`src/logic/cspi_defines.vh`:
```
`ifndef CSPI_DEFINES_VH
`define CSPI_DEFINES_VH
// pixel data width
`define CSPI_DATA_W 8
// capture mode codes
`define CSPI_MODE_EMB 2'h0
`define CSPI_MODE_GATED 2'h1
`define CSPI_MODE_NONGATED 2'h2
// embedded timing code preamble bytes
`define CSPI_PRE0 8'hFF
`define CSPI_PRE1 8'h00
// embedded code word bit positions
`define CSPI_XY_F 6
`define CSPI_XY_V 5
`define CSPI_XY_H 4
// buffer depth
`define CSPI_BUF_DEPTH 2
`endif

```
`src/logic/cspi_buf2.v`:
```
`timescale 1ns/1ps
`default_nettype none
`include "cspi_defines.vh"
// two-entry buffer, valid/ready on both sides
module cspi_buf2 (
  input wire clk,
  input wire rst,
  input wire [`CSPI_DATA_W:0] in_data,
  input wire in_valid,
  output wire in_ready,
  output wire [`CSPI_DATA_W:0] out_data,
  output wire out_valid,
  input wire out_ready
);
  reg [`CSPI_DATA_W:0] mem_reg [0:`CSPI_BUF_DEPTH-1]; // storage
  reg wr_ptr_reg; // write slot
  reg rd_ptr_reg; // read slot
  reg [1:0] count_reg; // entries held
  wire push; // accepted write
  wire pop; // accepted read
  assign in_ready = (count_reg != 2'h2);
  assign out_valid = (count_reg != 2'h0);
  assign out_data = mem_reg[rd_ptr_reg];
  assign push = in_valid & in_ready;
  assign pop = out_valid & out_ready;
  // pointer and count update
  always @(posedge clk or posedge rst)
  begin
    if (rst)
    begin
      wr_ptr_reg <= 1'b0;
      rd_ptr_reg <= 1'b0;
      count_reg <= 2'h0;
    end
    else
    begin
      if (push)
        wr_ptr_reg <= ~wr_ptr_reg;
      if (pop)
        rd_ptr_reg <= ~rd_ptr_reg;
      if (push & ~pop)
        count_reg <= count_reg + 2'h1;
      else if (pop & ~push)
        count_reg <= count_reg - 2'h1;
    end
  end
  // storage write, no reset needed on data
  always @(posedge clk)
  begin
    if (push)
      mem_reg[wr_ptr_reg] <= in_data;
  end
endmodule // cspi_buf2
`default_nettype wire

```
`src/logic/cspi_top.v`:
```
`timescale 1ns/1ps
`default_nettype none
`include "cspi_defines.vh"
// How it works
// - embedded mode: strip codes, regenerate syncs
// - gated and non-gated: frame starts on frame sync rising edge
// - gated: pixel clock valid only line high
// - data sampled on valid pixel clock rise
// - gated: line sync low stops data acceptance
// - lines and frames repeat same sync pattern
// - non-gated: ignore line sync entirely
// - non-gated: every pixel clock inside the frame captures word
module cspi_top (
  input wire CORE_CLK,
  input wire RST,
  input wire [1:0] MODE_SEL,
  input wire FRAME_POL_INV,
  input wire LINE_POL_INV,
  input wire SENSOR_PIXEL_CLOCK,
  input wire SENSOR_FRAME_SYNC,
  input wire SENSOR_LINE_SYNC,
  input wire [`CSPI_DATA_W-1:0] SENSOR_DATA,
  output wire [`CSPI_DATA_W-1:0] PIX_DATA,
  output wire PIX_FRAME_START,
  output wire PIX_VALID,
  input wire PIX_READY,
  output reg FRAME_ACTIVE,
  output reg LINE_ACTIVE,
  output reg OVERFLOW
);
  localparam SYNC_W = `CSPI_DATA_W + 3;
  // three-stage synchronisers for all sensor inputs
  reg [SYNC_W-1:0] s1_reg; // first stage, read only by s2
  reg [SYNC_W-1:0] s2_reg; // second stage
  reg [SYNC_W-1:0] s3_reg; // third stage
  reg [SYNC_W-1:0] stable_reg; // value once s2 and s3 agree
  wire [SYNC_W-1:0] raw_in; // packed pins
  wire [SYNC_W-1:0] stable_next; // filtered next value
  assign raw_in = {SENSOR_PIXEL_CLOCK, SENSOR_FRAME_SYNC, SENSOR_LINE_SYNC, SENSOR_DATA};
  genvar gi;
  generate
    for (gi = 0; gi < SYNC_W; gi = gi + 1)
    begin : g_flt
      // a bit changes only when stages two and three agree
      assign stable_next[gi] = (s2_reg[gi] == s3_reg[gi]) ? s3_reg[gi] : stable_reg[gi];
    end
  endgenerate
  // synchroniser chain
  always @(posedge CORE_CLK or posedge RST)
  begin
    if (RST)
    begin
      s1_reg <= {SYNC_W{1'b0}};
      s2_reg <= {SYNC_W{1'b0}};
      s3_reg <= {SYNC_W{1'b0}};
      stable_reg <= {SYNC_W{1'b0}};
    end
    else
    begin
      s1_reg <= raw_in;
      s2_reg <= s1_reg;
      s3_reg <= s2_reg;
      stable_reg <= stable_next;
    end
  end
  wire pclk_now = stable_next[SYNC_W-1]; // filtered pixel clock
  wire pclk_prev = stable_reg[SYNC_W-1]; // previous pixel clock
  wire [`CSPI_DATA_W-1:0] data_now = stable_next[`CSPI_DATA_W-1:0]; // filtered data
  // polarity applied to syncs
  wire fsync = stable_next[SYNC_W-2] ^ FRAME_POL_INV;
  wire lsync = stable_next[SYNC_W-3] ^ LINE_POL_INV;
  wire pclk_rise = pclk_now & ~pclk_prev;
  reg fsync_reg; // previous frame sync
  wire fsync_rise = fsync & ~fsync_reg;
  // embedded code detection
  reg [1:0] pre_reg; // count of preamble bytes seen
  reg emb_v_reg; // regenerated vertical blanking
  reg emb_h_reg; // regenerated horizontal blanking
  reg emb_start_reg; // frame start pending from codes
  wire mode_emb = (MODE_SEL == `CSPI_MODE_EMB);
  wire mode_gated = (MODE_SEL == `CSPI_MODE_GATED);
  wire mode_ng = (MODE_SEL == `CSPI_MODE_NONGATED);
  wire is_code_byte = (pre_reg == 2'h3); // fourth byte carries flags
  wire is_pre_byte = (pre_reg == 2'h0 && data_now == `CSPI_PRE0) ||
    ((pre_reg == 2'h1 || pre_reg == 2'h2) && data_now == `CSPI_PRE1);
  // pixel-clock edge qualified per mode
  wire pix_ok = mode_ng ? 1'b1 :
    mode_gated ? (lsync & FRAME_ACTIVE) :
    mode_emb ? (~emb_v_reg & ~emb_h_reg & ~is_pre_byte & ~is_code_byte) :
    1'b0;
  wire take = pclk_rise & pix_ok & (mode_ng ? FRAME_ACTIVE : 1'b1);
  // capture word and mark frame start in bit above data
  reg [`CSPI_DATA_W:0] cap_reg; // captured word with start flag
  reg cap_valid_reg; // capture pending
  reg start_pend_reg; // next word begins a frame
  wire buf_ready; // buffer can take a word
  // sync regeneration and capture
  always @(posedge CORE_CLK or posedge RST)
  begin
    if (RST)
    begin
      fsync_reg <= 1'b0;
      pre_reg <= 2'h0;
      emb_v_reg <= 1'b1;
      emb_h_reg <= 1'b1;
      emb_start_reg <= 1'b0;
      FRAME_ACTIVE <= 1'b0;
      LINE_ACTIVE <= 1'b0;
      start_pend_reg <= 1'b0;
      cap_reg <= {(`CSPI_DATA_W+1){1'b0}};
      cap_valid_reg <= 1'b0;
      OVERFLOW <= 1'b0;
    end
    else
    begin
      fsync_reg <= fsync;
      // embedded code tracking on each pixel edge
      if (mode_emb & pclk_rise)
      begin
        if (is_code_byte)
        begin
          // flags byte: regenerate syncs
          pre_reg <= 2'h0;
          if (emb_v_reg & ~data_now[`CSPI_XY_V])
            emb_start_reg <= 1'b1;
          emb_v_reg <= data_now[`CSPI_XY_V];
          emb_h_reg <= data_now[`CSPI_XY_H];
        end
        else if (is_pre_byte)
          pre_reg <= pre_reg + 2'h1;
        else
          pre_reg <= 2'h0;
      end
      // frame and line state per mode
      case (MODE_SEL)
        `CSPI_MODE_EMB:
        begin
          FRAME_ACTIVE <= ~emb_v_reg;
          LINE_ACTIVE <= ~emb_v_reg & ~emb_h_reg;
        end
        `CSPI_MODE_GATED, `CSPI_MODE_NONGATED:
        begin
          if (fsync_rise)
            FRAME_ACTIVE <= 1'b1;
          else if (~fsync)
            FRAME_ACTIVE <= 1'b0;
          LINE_ACTIVE <= mode_gated & lsync & FRAME_ACTIVE;
        end
        default:
        begin
          FRAME_ACTIVE <= 1'b0;
          LINE_ACTIVE <= 1'b0;
        end
      endcase
      // mark first word of a frame
      if (fsync_rise & ~mode_emb)
        start_pend_reg <= 1'b1;
      else if (mode_emb & emb_start_reg)
      begin
        start_pend_reg <= 1'b1;
        emb_start_reg <= 1'b0;
      end
      // hand word toward buffer
      if (cap_valid_reg & buf_ready)
        cap_valid_reg <= 1'b0;
      if (take)
      begin
        if (cap_valid_reg & ~buf_ready)
          OVERFLOW <= 1'b1; // word lost, sticky until reset
        cap_reg <= {start_pend_reg, data_now};
        cap_valid_reg <= 1'b1;
        start_pend_reg <= 1'b0;
      end
    end
  end
  wire [`CSPI_DATA_W:0] out_word; // buffer output
  cspi_buf2 u_buf (
    .clk(CORE_CLK),
    .rst(RST),
    .in_data(cap_reg),
    .in_valid(cap_valid_reg),
    .in_ready(buf_ready),
    .out_data(out_word),
    .out_valid(PIX_VALID),
    .out_ready(PIX_READY)
  );
  assign PIX_DATA = out_word[`CSPI_DATA_W-1:0];
  assign PIX_FRAME_START = out_word[`CSPI_DATA_W];
endmodule // cspi_top
`default_nettype wire

```
`config.mk`:
```
export PLATFORM = sky130hd
export DESIGN_NAME = cspi_top
export DESIGN_NICKNAME = d
export VERILOG_FILES = /design/src/logic/cspi_buf2.v /design/src/logic/cspi_top.v
export VERILOG_INCLUDE_DIRS = /design/src /design/src/logic
export SDC_FILE = /design/constraint.sdc
export NUM_CORES = 1
export LEC_CHECK = 0
export BUFFER_PORTS_ARGS = -buffer_cell sky130_fd_sc_hd__buf_2
export CAP_MARGIN = 40
export CORE_MARGIN = 2
export CORE_UTILIZATION = 42
export DETAILED_ROUTE_END_ITERATION = 6
export SLEW_MARGIN = 15
export SYNTH_ARGS = -nofsm -noshare
export SYNTH_HDL_FRONTEND = slang
export SYNTH_SLANG_ARGS = --single-unit
```
`constraint.sdc`:
```
create_clock -name CORE_CLK -period 2.4 [get_ports CORE_CLK]
set_clock_uncertainty 0.05 [all_clocks]
set_input_delay 0.12 -clock CORE_CLK [delete_from_list [all_inputs] [get_ports CORE_CLK]]
set_output_delay 0.12 -clock CORE_CLK [all_outputs]
set_load 0.01 [all_outputs]
```
* Yosys cells after proc, flatten, opt, wreduce, memory -nomap -nowiden
Memories as Yosys holds them, arrays and structs flattened.
Cells that the tools add are included.
** Operators by class
- Reductions and logical operators :: 14
- Add/sub/neg operators :: 3
- Mux-type cells :: 35
- Bitwise logic cells :: 34
- Equal/unequal tests :: 19
** Operators by type and width (number)
- 1-bit 2-to-1 mux :: 29
- 1-bit bitwise AND :: 19
- 1-bit NOT :: 13
- 1-bit == test :: 11
- 8-bit == test (second input constant) :: 1
- 8-bit zero test :: 1
- 2-bit 2-to-1 mux :: 4
- 2-bit == test (second input constant) :: 3
- 2-bit nonzero test :: 3
- 2-bit by 1-bit adder with 2-bit output (second input constant) :: 2
- 2-bit by 1-bit == test with 1-bit output (second input constant) :: 2
- 2-bit zero test :: 2
- 1-bit one-hot mux with 2 select lines :: 2
- 2-bit AND reduction :: 2
- 3-bit != test (second input constant) :: 1
- 3-bit nonzero test :: 1
- 1-bit logical AND :: 2
- 1-bit logical OR :: 2
- 2-bit != test (second input constant) :: 1
- 2-bit OR reduction :: 1
- 2-bit by 1-bit subtractor with 2-bit output (second input constant) :: 1
- 1-bit bitwise XOR :: 2
** Word-level totals
- RAM bits :: 18
- Output and inout port bits :: 13
- Input bits :: 18
- Logic and storage cells :: 124
- Memories kept :: 1
- Register bits after elaboration :: 68
** Memory list
- u_buf.mem_reg :: words 2, width 9, read ports 1, clocked after Yosys merged registers in 0, wr ports 1, line cspi_buf2.v:15 : reg [`CSPI_DATA_W:0] mem_reg [0:`CSPI_BUF_DEPTH-1];

* Depth between registers and ports, before layout
Gate-level depths: netlist (run 1).
- Depth after elaboration :: 14
- Depth in mapped cells :: 8
- Gate-level depth less buffers :: 7

* Cells and area by module
From an unflattened synthesis (run 1), not the netlist that was laid out.
** Second synthesis, totals
- Cells, all modules :: 194
- Area, all modules :: 3144.3 um^2
** By module, submodules not included
- cspi_top :: times used 1, area each 2279.7 um^2, seq. area each 1604.0 um^2, cells an instance 147
- cspi_buf2 :: times used 1, area each 864.6 um^2, seq. area each 640.6 um^2, cells an instance 47

* Worst setup path after synthesis (run 1)
Ideal clock, no wire load.
- Path kind :: register to register
- From :: register stable_reg[7]
- To :: register cap_reg[0]
- Arrival time :: 2200 ps
- Buffers on the path :: 1
- Setup slack :: 25 ps
- Period minus slack after synthesis :: 2375 ps
- Cell stages (with the launch flop) :: 8
- Required time :: 2225 ps
- Library setup time :: 125 ps
- Cell sequence :: dfrtp_1 > maj3_2 > or4_1 > nor4_2 > nor3_1 > o31ai_4 > buf_6 > mux2_4
** On the way
- Word-level cells in the longest chain between the ends :: 12
- Elaborated cells on any way between the ends :: 14
- Those cells by class :: eq/ne (1); mux (4); bitwise (5); reduce/logical (4)
** RTL lines
- start, declared :: line cspi_top.v:36 : reg [SYNC_W-1:0] stable_reg;
- start signal, assigned :: line cspi_top.v:56 : stable_reg <= {SYNC_W{1'b0}};
- start signal, assigned :: line cspi_top.v:63 : stable_reg <= stable_next;
- 1-bit 2-to-1 mux * :: line cspi_top.v:45 : assign stable_next[gi] = (s2_reg[gi] == s3_reg[gi]) ? s3_reg[gi] : stable_reg[gi];
- net data_now[7] :: line cspi_top.v:68 : wire [`CSPI_DATA_W-1:0] data_now = stable_next[`CSPI_DATA_W-1:0];
- 8-bit == test (no line) or 8-bit zero test (tied branches)
- 1-bit logical AND (no line)
- 1-bit logical OR * :: line cspi_top.v:84 : wire is_pre_byte = (pre_reg == 2'h0 && data_now == `CSPI_PRE0) ||
- 1-bit NOT * :: line cspi_top.v:89 : mode_emb ? (~emb_v_reg & ~emb_h_reg & ~is_pre_byte & ~is_code_byte) :
- 1-bit bitwise AND * (2 in a row) :: line cspi_top.v:89
- 1-bit 2-to-1 mux * :: line cspi_top.v:89
- 1-bit 2-to-1 mux * :: line cspi_top.v:88 : mode_gated ? (lsync & FRAME_ACTIVE) :
- 1-bit 2-to-1 mux * :: line cspi_top.v:87 : wire pix_ok = mode_ng ? 1'b1 :
- 1-bit bitwise AND * (2 in a row) :: line cspi_top.v:91 : wire take = pclk_rise & pix_ok & (mode_ng ? FRAME_ACTIVE : 1'b1);
- end signal, assigned :: line cspi_top.v:110 : cap_reg <= {(`CSPI_DATA_W+1){1'b0}};
- end signal, assigned :: line cspi_top.v:170 : cap_reg <= {start_pend_reg, data_now};
- end, declared :: line cspi_top.v:93 : reg [`CSPI_DATA_W:0] cap_reg;
Mark *: on every way through the listed nets, which the timed path passes. The rest lies on a longest branch.
A chain may end at the register's enable or synchronous reset.

* Worst setup path in the final report (run 1)
- From :: register stable_reg[7]
- To :: register cap_reg[2]
Same word-level chain as after synthesis.

==> impl_results.md, run 1 <==
- Number of remaining DRC errors: 0
- Initial core utilization: 0.430
- Synth top area cells: dfrtp_1, edfxtp_1, mux2_2
- Worst-path clk slew: 80 ps
- Post-Synthesis Cells: 187
- CP max FO: 7
- Fmax: 418 MHz
- Reg2reg start: stable_reg[7]$_DFF_PP0_
- Worst path depth: 7
- Worst endpoint required time: 2580 ps
- Die height: 89.7 um
- Register-to-register setup slack: 7 ps
- Port Buffers: 30
- Area share of the largest cell type after synthesis: 0.535
- Maximum VDD drop: 0.340 mV
- Initial antenna violation count: 0
- Setup crit start: stable_reg[7]$_DFF_PP0_
- Final period util: 0.997
- CP top delay family: simple AND/OR/NAND/NOR gates
- Max-Slew Margin vs Limit: 0.693
- First-pass GRT wire length: 8210 um
- Layout fillers: 617
- Overall power: 3.41 mW
- Yosys reg bits: 86
- Core area: 0.00718 mm2
- # H-tree levels: 3
- Fin area: 0.00383 mm2
- WP buf/inv: 1
- Reg-to-reg endpoint: cap_reg[2]$_DFFE_PP0P_
- CP cell instances: maj3_2 -> or4_4 -> nor4_4 -> nor3_2 -> o31ai_4 -> buf_6 -> mux2_4
- TritonCTS clock tree: done
- Critical Path Sink Type: register
- Min cycle time layout: 2390 ps
- Synth area leader: dfrtp_1
- Count of different cell masters after synthesis: 37
- Power Dens Cells: 892 mW/mm2
- Slowest cell on crit path: or4_4
- CP max stage delay: 550 ps
- YS warnings: 0
- Hold Slack: 119 ps
- Area Overhead vs Synth: 23.9%
- Worst Reg-to-Reg Cells: 7
- Final wirelength: 4650 um
- Slew Limit Fails: 0
- Num CTS Buffers: 9
- Syn_nets: 212
- Placer Congestion: 0.691
- Average wire per standard cell: 13.0 um
- Antenna Violating Nets Remaining: 0
- # IOs: 31
- Via density: 4.59
- Max FFs per register: 18
- Post-synth ARST share: 0.791
- Number of global-route vias before repair: 1668
- Leak pwr: 1.70 nW
- First-pass iteration count of the detailed router: 4
- Hold Crit Class: in -> reg
- Tot GR Track Use: 0.131
- DP HPWL: 3070 um
- Status: completed
- Pin count of the biggest net entering global routing: 36
- Pre-CTS WS: -31.5 ps
- Post-synth EDFFs: 18
- Placed Area: 0.00344 mm2
- Fraction of layout cells with a size suffix above 1: 0.347
- Util after Layout: 0.533
- Synth Cell Area: 0.00309 mm2
- Overflow after GRT: 0
- Syn avg cell area: 16.5 um2
- Final hold viol count: 0
- RSZ-0062 raised after global routing: true
- Area of the multi-input gates: 827 um2
- Die ar.: 0.00805 mm2
- Startpoint types: register
- Crit path to: cap_reg[2]$_DFFE_PP0P_
- # rows: 31
- Setup violations, final: 0
- Slew @ Worst Pin: 460 ps
- Commonest non-fill, non-tap cell in the layout: dfrtp_1
- Root Driver: clkbuf_8
- Clk_lat worst skew: 350 ps
- Clk buf depth: 2
- Storage element area: 0.00224 mm2
- Clk sinks: 86
- Most frequent cells in the layout: dfrtp_1, buf_2, edfxtp_1
- Synth Flop Type: dfrtp_1
- Total of max-cap violations: 0
- Diode count: 0
- Die width: 89.7 um
- Sequential fraction of the synthesis area: 0.727
- DR vias: 1642
- DRT iter0 DRCs: 48
- Final layout net count: 279
- Critical path class: reg -> reg
- Final worst slack: 7.15 ps
- WP data arrival: 2580 ps
## synth_stat cells (4+ instances only)
library cell and n:
nand2_1 11, inv_1 7, mux2_2 13, nor2_1 5
ha_1 7, o21ai_0 4, maj3_1 8, dfrtp_1 66
edfxtp_1 18, xor2_1 4, mux2_4 7
## how the worst min path moves through the flow
| stage | slack (ps) | cells after the start | end | startpoint |
|---|---|---|---|---|
| after global routing | 140 | 3 | LINE_ACTIVE$_DFF_PP0_ | MODE_SEL[1] |
| after global placement | 180 | 1 | s1_reg[8]$_DFF_PP0_ | SENSOR_LINE_SYNC |
| after CTS | 100 | 3 | LINE_ACTIVE$_DFF_PP0_ | MODE_SEL[1] |
| after detailed placement | 180 | 1 | s1_reg[8]$_DFF_PP0_ | SENSOR_LINE_SYNC |
| after floorplan | 100 | 0 | s1_reg[0]$_DFF_PP0_ | SENSOR_DATA[0] |
| final | 120 | 3 | LINE_ACTIVE$_DFF_PP0_ | MODE_SEL[1] |
## routing by layer
layer  global-route usage  vias to the layer above  share of wire  wire [um]
met5                    0                        -              0          0
met4               0.0538                        0          0.012         54
met2                0.202                       28           0.47       2200
li1                     -                      800              -          -
met1                0.172                      808           0.48       2220
met3               0.0444                        6          0.036        169
## cell families (layout without fill, tap and decap cells)
group                      Yosys count  after routing  synth area share
DFF                                 86             86             0.727
and+or+nand+nor                     36             36            0.0648
muxes                               20             20            0.0814
adders and majority gates           18             18            0.0652
AOI/OAI and AO/OA                   11             11            0.0284
buffers and inverters                9             81            0.0134
xor gates and xnor gates             7              7            0.0199
## area by class of cell
| type | count | share of cell area |
|---|---|---|
| Inverter | 7 | 0.00687 |
| Sequential cell | 86 | 0.587 |
| Timing Repair Buffer | 58 | 0.105 |
| Tap cell | 99 | 0.0324 |
| Clock buffer | 12 | 0.0409 |
| Clock inverter | 4 | 0.0118 |
| Multi-Input combinational cell | 92 | 0.216 |
## power breakdown
group	leakage, nW	internal [mW]	switching [mW]
clock network	0.105	0.540	0.469
logic	0.624	0.319	0.212
registers	0.966	1.72	0.157
## worst reg2reg max path, delay by kind of cell (launching register included)
family                   cells  cell delay (ps)
buffers and inverters        1              190
AND/OR/NAND/NOR              3              840
flip-flops                   1              380
adder cells (fa/ha/maj)      1              310
multiplexers                 1              300
AO/OA/AOI/OAI                1              220
## timing repair
action / in CTS / in global routing
hold buffers: 14 / 0
buffers inserted: 0 / 2
pin swaps: 0 / 1
hold endpoints to repair: 79 / 0
resized for setup: 4 / 4
endpoints found under the setup margin: 9 / 9
## metrics by stage
step           setup TNS, ps  cells
6_report                   0    358
5_1_grt                 -720    358
4_1_cts                    0    356
3_5_place_dp            -207    326
3_3_place_gp               0    326
2_1_floorplan              0    187
Note: power is estimated with default switching activity, not from simulation.
==> run 2, diff against run 1 <==
Settings changed: CTS_BUF_LIST set to sky130_fd_sc_hd__clkbuf_4 sky130_fd_sc_hd__clkbuf_8 sky130_fd_sc_hd__clkbuf_16, SKIP_LAST_GASP set to 1.
==> impl_results.md, run 2 (same netlist as run 1, synthesis figures left out) <==
- Status: completed
- Cell Count, Final, Fillers Out: 358
- Fin area: 0.00383 mm2
- Area of the multi-input gates: 820 um2
- Total of max-cap violations: 0
- Final worst slack: 7.93 ps
- Fmax: 418 MHz
- Slew @ Worst Pin: 460 ps
- Layout fillers: 614
- CP max FO: 7
- Overflow after GRT: 0
- Min cycle time layout: 2390 ps
- Worst-path clk slew: 80 ps
- Initial core utilization: 0.430
- Storage element area: 0.00224 mm2
- Average wire per standard cell: 12.9 um
- Core area: 0.00718 mm2
- First-pass GRT wire length: 8210 um
- First-pass iteration count of the detailed router: 4
- Final hold viol count: 0
- Hold_sp: MODE_SEL[1]
- Critical path class: reg -> reg
- Final wirelength: 4630 um
- Port Buffers: 30
- Tot GR Track Use: 0.131
- Via density: 4.57
- Clk_lat worst skew: 350 ps
- Maximum VDD drop: 0.340 mV
- RSZ-0062 raised after global routing: true
- Startpoint types: register
- Worst endpoint required time: 2580 ps
- Initial antenna violation count: 0
- # H-tree levels: 3
- Antenna Violating Nets Remaining: 0
- CP cell instances: maj3_2 -> or4_4 -> nor4_4 -> nor3_2 -> o31ai_4 -> buf_6 -> mux2_4
- Commonest non-fill, non-tap cell in the layout: dfrtp_1
- Critical Path Sink Type: register
- Placer Congestion: 0.691
- Diode count: 0
- # rows: 31
- Power Dens Cells: 895 mW/mm2
- Max FFs per register: 18
- Number of remaining DRC errors: 0
- WP buf/inv: 1
- Util after Layout: 0.533
- DRT iter0 DRCs: 50
- Pin count of the biggest net entering global routing: 36
- TritonCTS clock tree: done
- Inst Count DP: 326
- Final layout net count: 279
- Die ar.: 0.00805 mm2
- Area Overhead vs Synth: 23.9%
- DR vias: 1637
- Slowest cell on crit path: or4_4
- Root Driver: clkbuf_8
- Final period util: 0.997
- Clk buf depth: 2
- Die width: 89.7 um
- DP HPWL: 3070 um
- Number of global-route vias before repair: 1668
- Clk sinks: 86
- WP data arrival: 2580 ps
- Overall power: 3.43 mW
- CP max stage delay: 550 ps
- Max-Slew Margin vs Limit: 0.693
- Reg2reg start: stable_reg[7]$_DFF_PP0_
- Most frequent cells in the layout: dfrtp_1, buf_2, edfxtp_1
- Die height: 89.7 um
- Hold Crit Class: in -> reg
- Leak pwr: 1.69 nW
- Pre-CTS WS: -31.5 ps
- # IOs: 31
- Slew Limit Fails: 0
- CP top delay family: simple AND/OR/NAND/NOR gates
- Setup violations, final: 0
- Num CTS Buffers: 9
- Placed Area: 0.00344 mm2
- Fraction of layout cells with a size suffix above 1: 0.355
- Setup crit start: stable_reg[7]$_DFF_PP0_
run 2: power by group:
part           switching, mW  total (mW)  internal (mW)
clock network          0.470        1.03          0.562
registers              0.155        1.87           1.72
logic                  0.211       0.521          0.310
total                  0.836        3.43           2.59
run 2: timing repair:
action,in CTS,in global routing
hold buffers,14,0
gates resized for setup,4,1
hold endpoints to repair,79,0
pin swaps,0,1
setup buffers,0,2
gates cloned,0,0
setup endpoints to repair,9,9
run 2: metal layers:
metal / track usage / wire length, um
met5: 0 / 0
met4: 0.0538 / 51
met3: 0.0444 / 191
met2: 0.202 / 2200
met1: 0.172 / 2180
run 2: worst paths after layout:
path | end | slack [ps] | cells after the start
worst max-delay path | cap_reg[2]$_DFFE_PP0P_ | 8 | 7
worst min-delay path | LINE_ACTIVE$_DFF_PP0_ | 120 | 3
worst max register to register | cap_reg[2]$_DFFE_PP0P_ | 8 | 7
worst min register to register | s2_reg[7]$_DFF_PP0_ | 300 | 0
max in group asynchronous | emb_h_reg$_DFFE_PP1P_ | 1620 | 4
min in group asynchronous | s1_reg[4]$_DFF_PP0_ | 350 | 4
run 2: area by class of cell:
type | count | share of cell area
Tap cell | 99 | 0.0324
Clock inverter | 4 | 0.0118
Timing Repair Buffer | 58 | 0.105
Inverter | 7 | 0.00687
Sequential cell | 86 | 0.587
Multi-Input combinational cell | 92 | 0.214
Clock buffer | 12 | 0.0428
run 2: tightest hold or removal path, stage by stage:
cell and delay (ps):
buf_2 100, ha_1 190, nor2_1 60
run 2: stage by stage:
stage                     hold WS [ps]  TNS [ps]
after floorplan                    101         0
after CTS                          102         0
final                              119         0
after global placement             177         0
after detailed placement           179      -207
after global routing               136      -742
==> run 3, diff against run 2 <==
Settings changed: CORE_UTILIZATION 42 to 52, PLACE_DENSITY set to 0.74.
==> impl_results.md, run 3 (same netlist as run 1, synthesis figures left out) <==
- Antenna Violating Nets Remaining: 0
- Critical Path Sink Type: register
- DP HPWL: 2900 um
- Max FFs per register: 18
- Average wire per standard cell: 13.0 um
- Hold Slack: 17.7 ps
- GR Util met1: 0.199
- Final hold viol count: 0
- Fmax: 414 MHz
- Hold_sp: PIX_READY
- Fin area: 0.00375 mm2
- TritonCTS clock tree: done
- Reg2reg start: s2_reg[7]$_DFF_PP0_
- Final period util: 1.01
- Via density: 4.95
- Clk_lat worst skew: 340 ps
- Maximum VDD drop: 0.440 mV
- RSZ-0062 raised after global routing: true
- # IOs: 31
- CP max stage delay: 550 ps
- Final worst slack: -15.2 ps
- Leak pwr: 1.66 nW
- Core area: 0.00582 mm2
- CP max FO: 11
- Worst-path clk slew: 70 ps
- Worst hold stages: 3
- First-pass iteration count of the detailed router: 3
- Overflow after GRT: 0
- Clk sinks: 86
- Met3 Resource Use GR: 0.0378
- Failing checks: negative setup slack
- Diode count: 0
- Initial antenna violation count: 0
- Register-to-register setup slack: -20 ps
- Max-Slew Margin vs Limit: 0.518
- Worst endpoint required time: 2580 ps
- Slew @ Worst Pin: 721 ps
- DRT iter0 DRCs: 70
- Final layout net count: 275
- Status: finished with violations
- Root Driver: clkbuf_8
- Gr busiest metal: met2
- Critical path class: reg -> reg
- Worst Reg-to-Reg Cells: 7
- Pin count of the biggest net entering global routing: 36
- Die width: 81.1 um
- Slew Limit Fails: 0
- Min cycle time layout: 2420 ps
- Slowest cell on crit path: or4_4
- Die height: 81.1 um
- Met2 Use GR: 0.236
- Initial core utilization: 0.531
- Number of remaining DRC errors: 0
- Clk buf depth: 2
- Area Overhead vs Synth: 21.3%
- # rows: 28
- Port Buffers: 30
- Power Dens Cells: 878 mW/mm2
- CP top delay family: simple AND/OR/NAND/NOR gates
- Die ar.: 0.00657 mm2
- Placer Congestion: 0.767
- DR vias: 1630
- Hold Crit Class: in -> reg
- Num CTS Buffers: 9
- First-pass GRT wire length: 7320 um
- Placed Area: 0.00340 mm2
- WP data arrival: 2590 ps
- # H-tree levels: 3
- Number of global-route vias before repair: 1608
- Startpoint types: register
- Tot GR Track Use: 0.154
- Min-Delay Endpoint: u_buf.rd_ptr_reg$_DFFE_PP0P_
- Most frequent cells in the layout: dfrtp_1, buf_2, edfxtp_1
- Commonest non-fill, non-tap cell in the layout: dfrtp_1
- Fraction of layout cells with a size suffix above 1: 0.343
- Total of max-cap violations: 0
- WP buf/inv: 1
- Reg-to-reg endpoint: cap_reg[8]$_DFFE_PP0P_
- CP cell instances: maj3_2 -> or4_4 -> nor4_4 -> nor3_1 -> o31ai_4 -> buf_12 -> mux2_2
- Final wirelength: 4290 um
- Pre-CTS WS: -27.6 ps
- Setup violations, final: 2
[run 3: routing by layer]
| layer | up-vias | share of wire |
|---|---|---|
| met1 | 801 | 0.45 |
| met4 | 0 | 0.026 |
| met5 | - | 0 |
| met2 | 29 | 0.49 |
| met3 | 12 | 0.035 |
| li1 | 788 | - |
[run 3: how the worst max path moves through the flow]
stage                             from                endpoint  cells past startpoint
3_5_place_dp   stable_reg[4]$_DFF_PP0_  cap_reg[8]$_DFFE_PP0P_                      7
6_report           s2_reg[7]$_DFF_PP0_  cap_reg[8]$_DFFE_PP0P_                      7
3_3_place_gp       s2_reg[7]$_DFF_PP0_  cap_reg[8]$_DFFE_PP0P_                      7
2_1_floorplan  stable_reg[7]$_DFF_PP0_  cap_reg[0]$_DFFE_PP0P_                      7
4_1_cts            s2_reg[4]$_DFF_PP0_  cap_reg[8]$_DFFE_PP0P_                      7
5_1_grt            s2_reg[7]$_DFF_PP0_  cap_reg[8]$_DFFE_PP0P_                      7
[run 3: tightest hold or removal path, delay by kind of cell]
family | cells | cell delay (ps)
xor+xnor | 1 | 70
simple gates | 1 | 90
buf+inv | 1 | 90
[run 3: power breakdown]
part	switching [mW]	leakage [nW]	internal [mW]
clock network	0.441	0.0968	0.461
logic	0.212	0.599	0.309
registers	0.149	0.966	1.72
total	0.802	1.66	2.49
[run 3: final cells by class]
cell class / instances / area (um2)
flip-flops and latches: 86 / 2240
fillers: 438 / 2070
multi-input cells: 92 / 815
repair buffers: 54 / 388
clock buffers: 14 / 174
well taps: 75 / 93.8
inverters: 7 / 26.3
clock inverters: 1 / 5.00
[run 3: stage by stage]
stage                      util  std cells  power, mW  TNS (ps)
after global placement    0.585        298       2.38         0
after floorplan               -        187       2.23         0
final                     0.644        329       3.29     -28.5
after detailed placement  0.585        298       2.40     -57.4
after CTS                 0.641        328       3.33     -70.2
after global routing      0.644        329       3.46      -891
[run 3: repair_timing]
action	CTS	global route
setup buffers	2	1
endpoints found under the setup margin	9	11
endpoints found under the hold margin	45	0
hold buffers	13	0
gates resized for setup	0	3
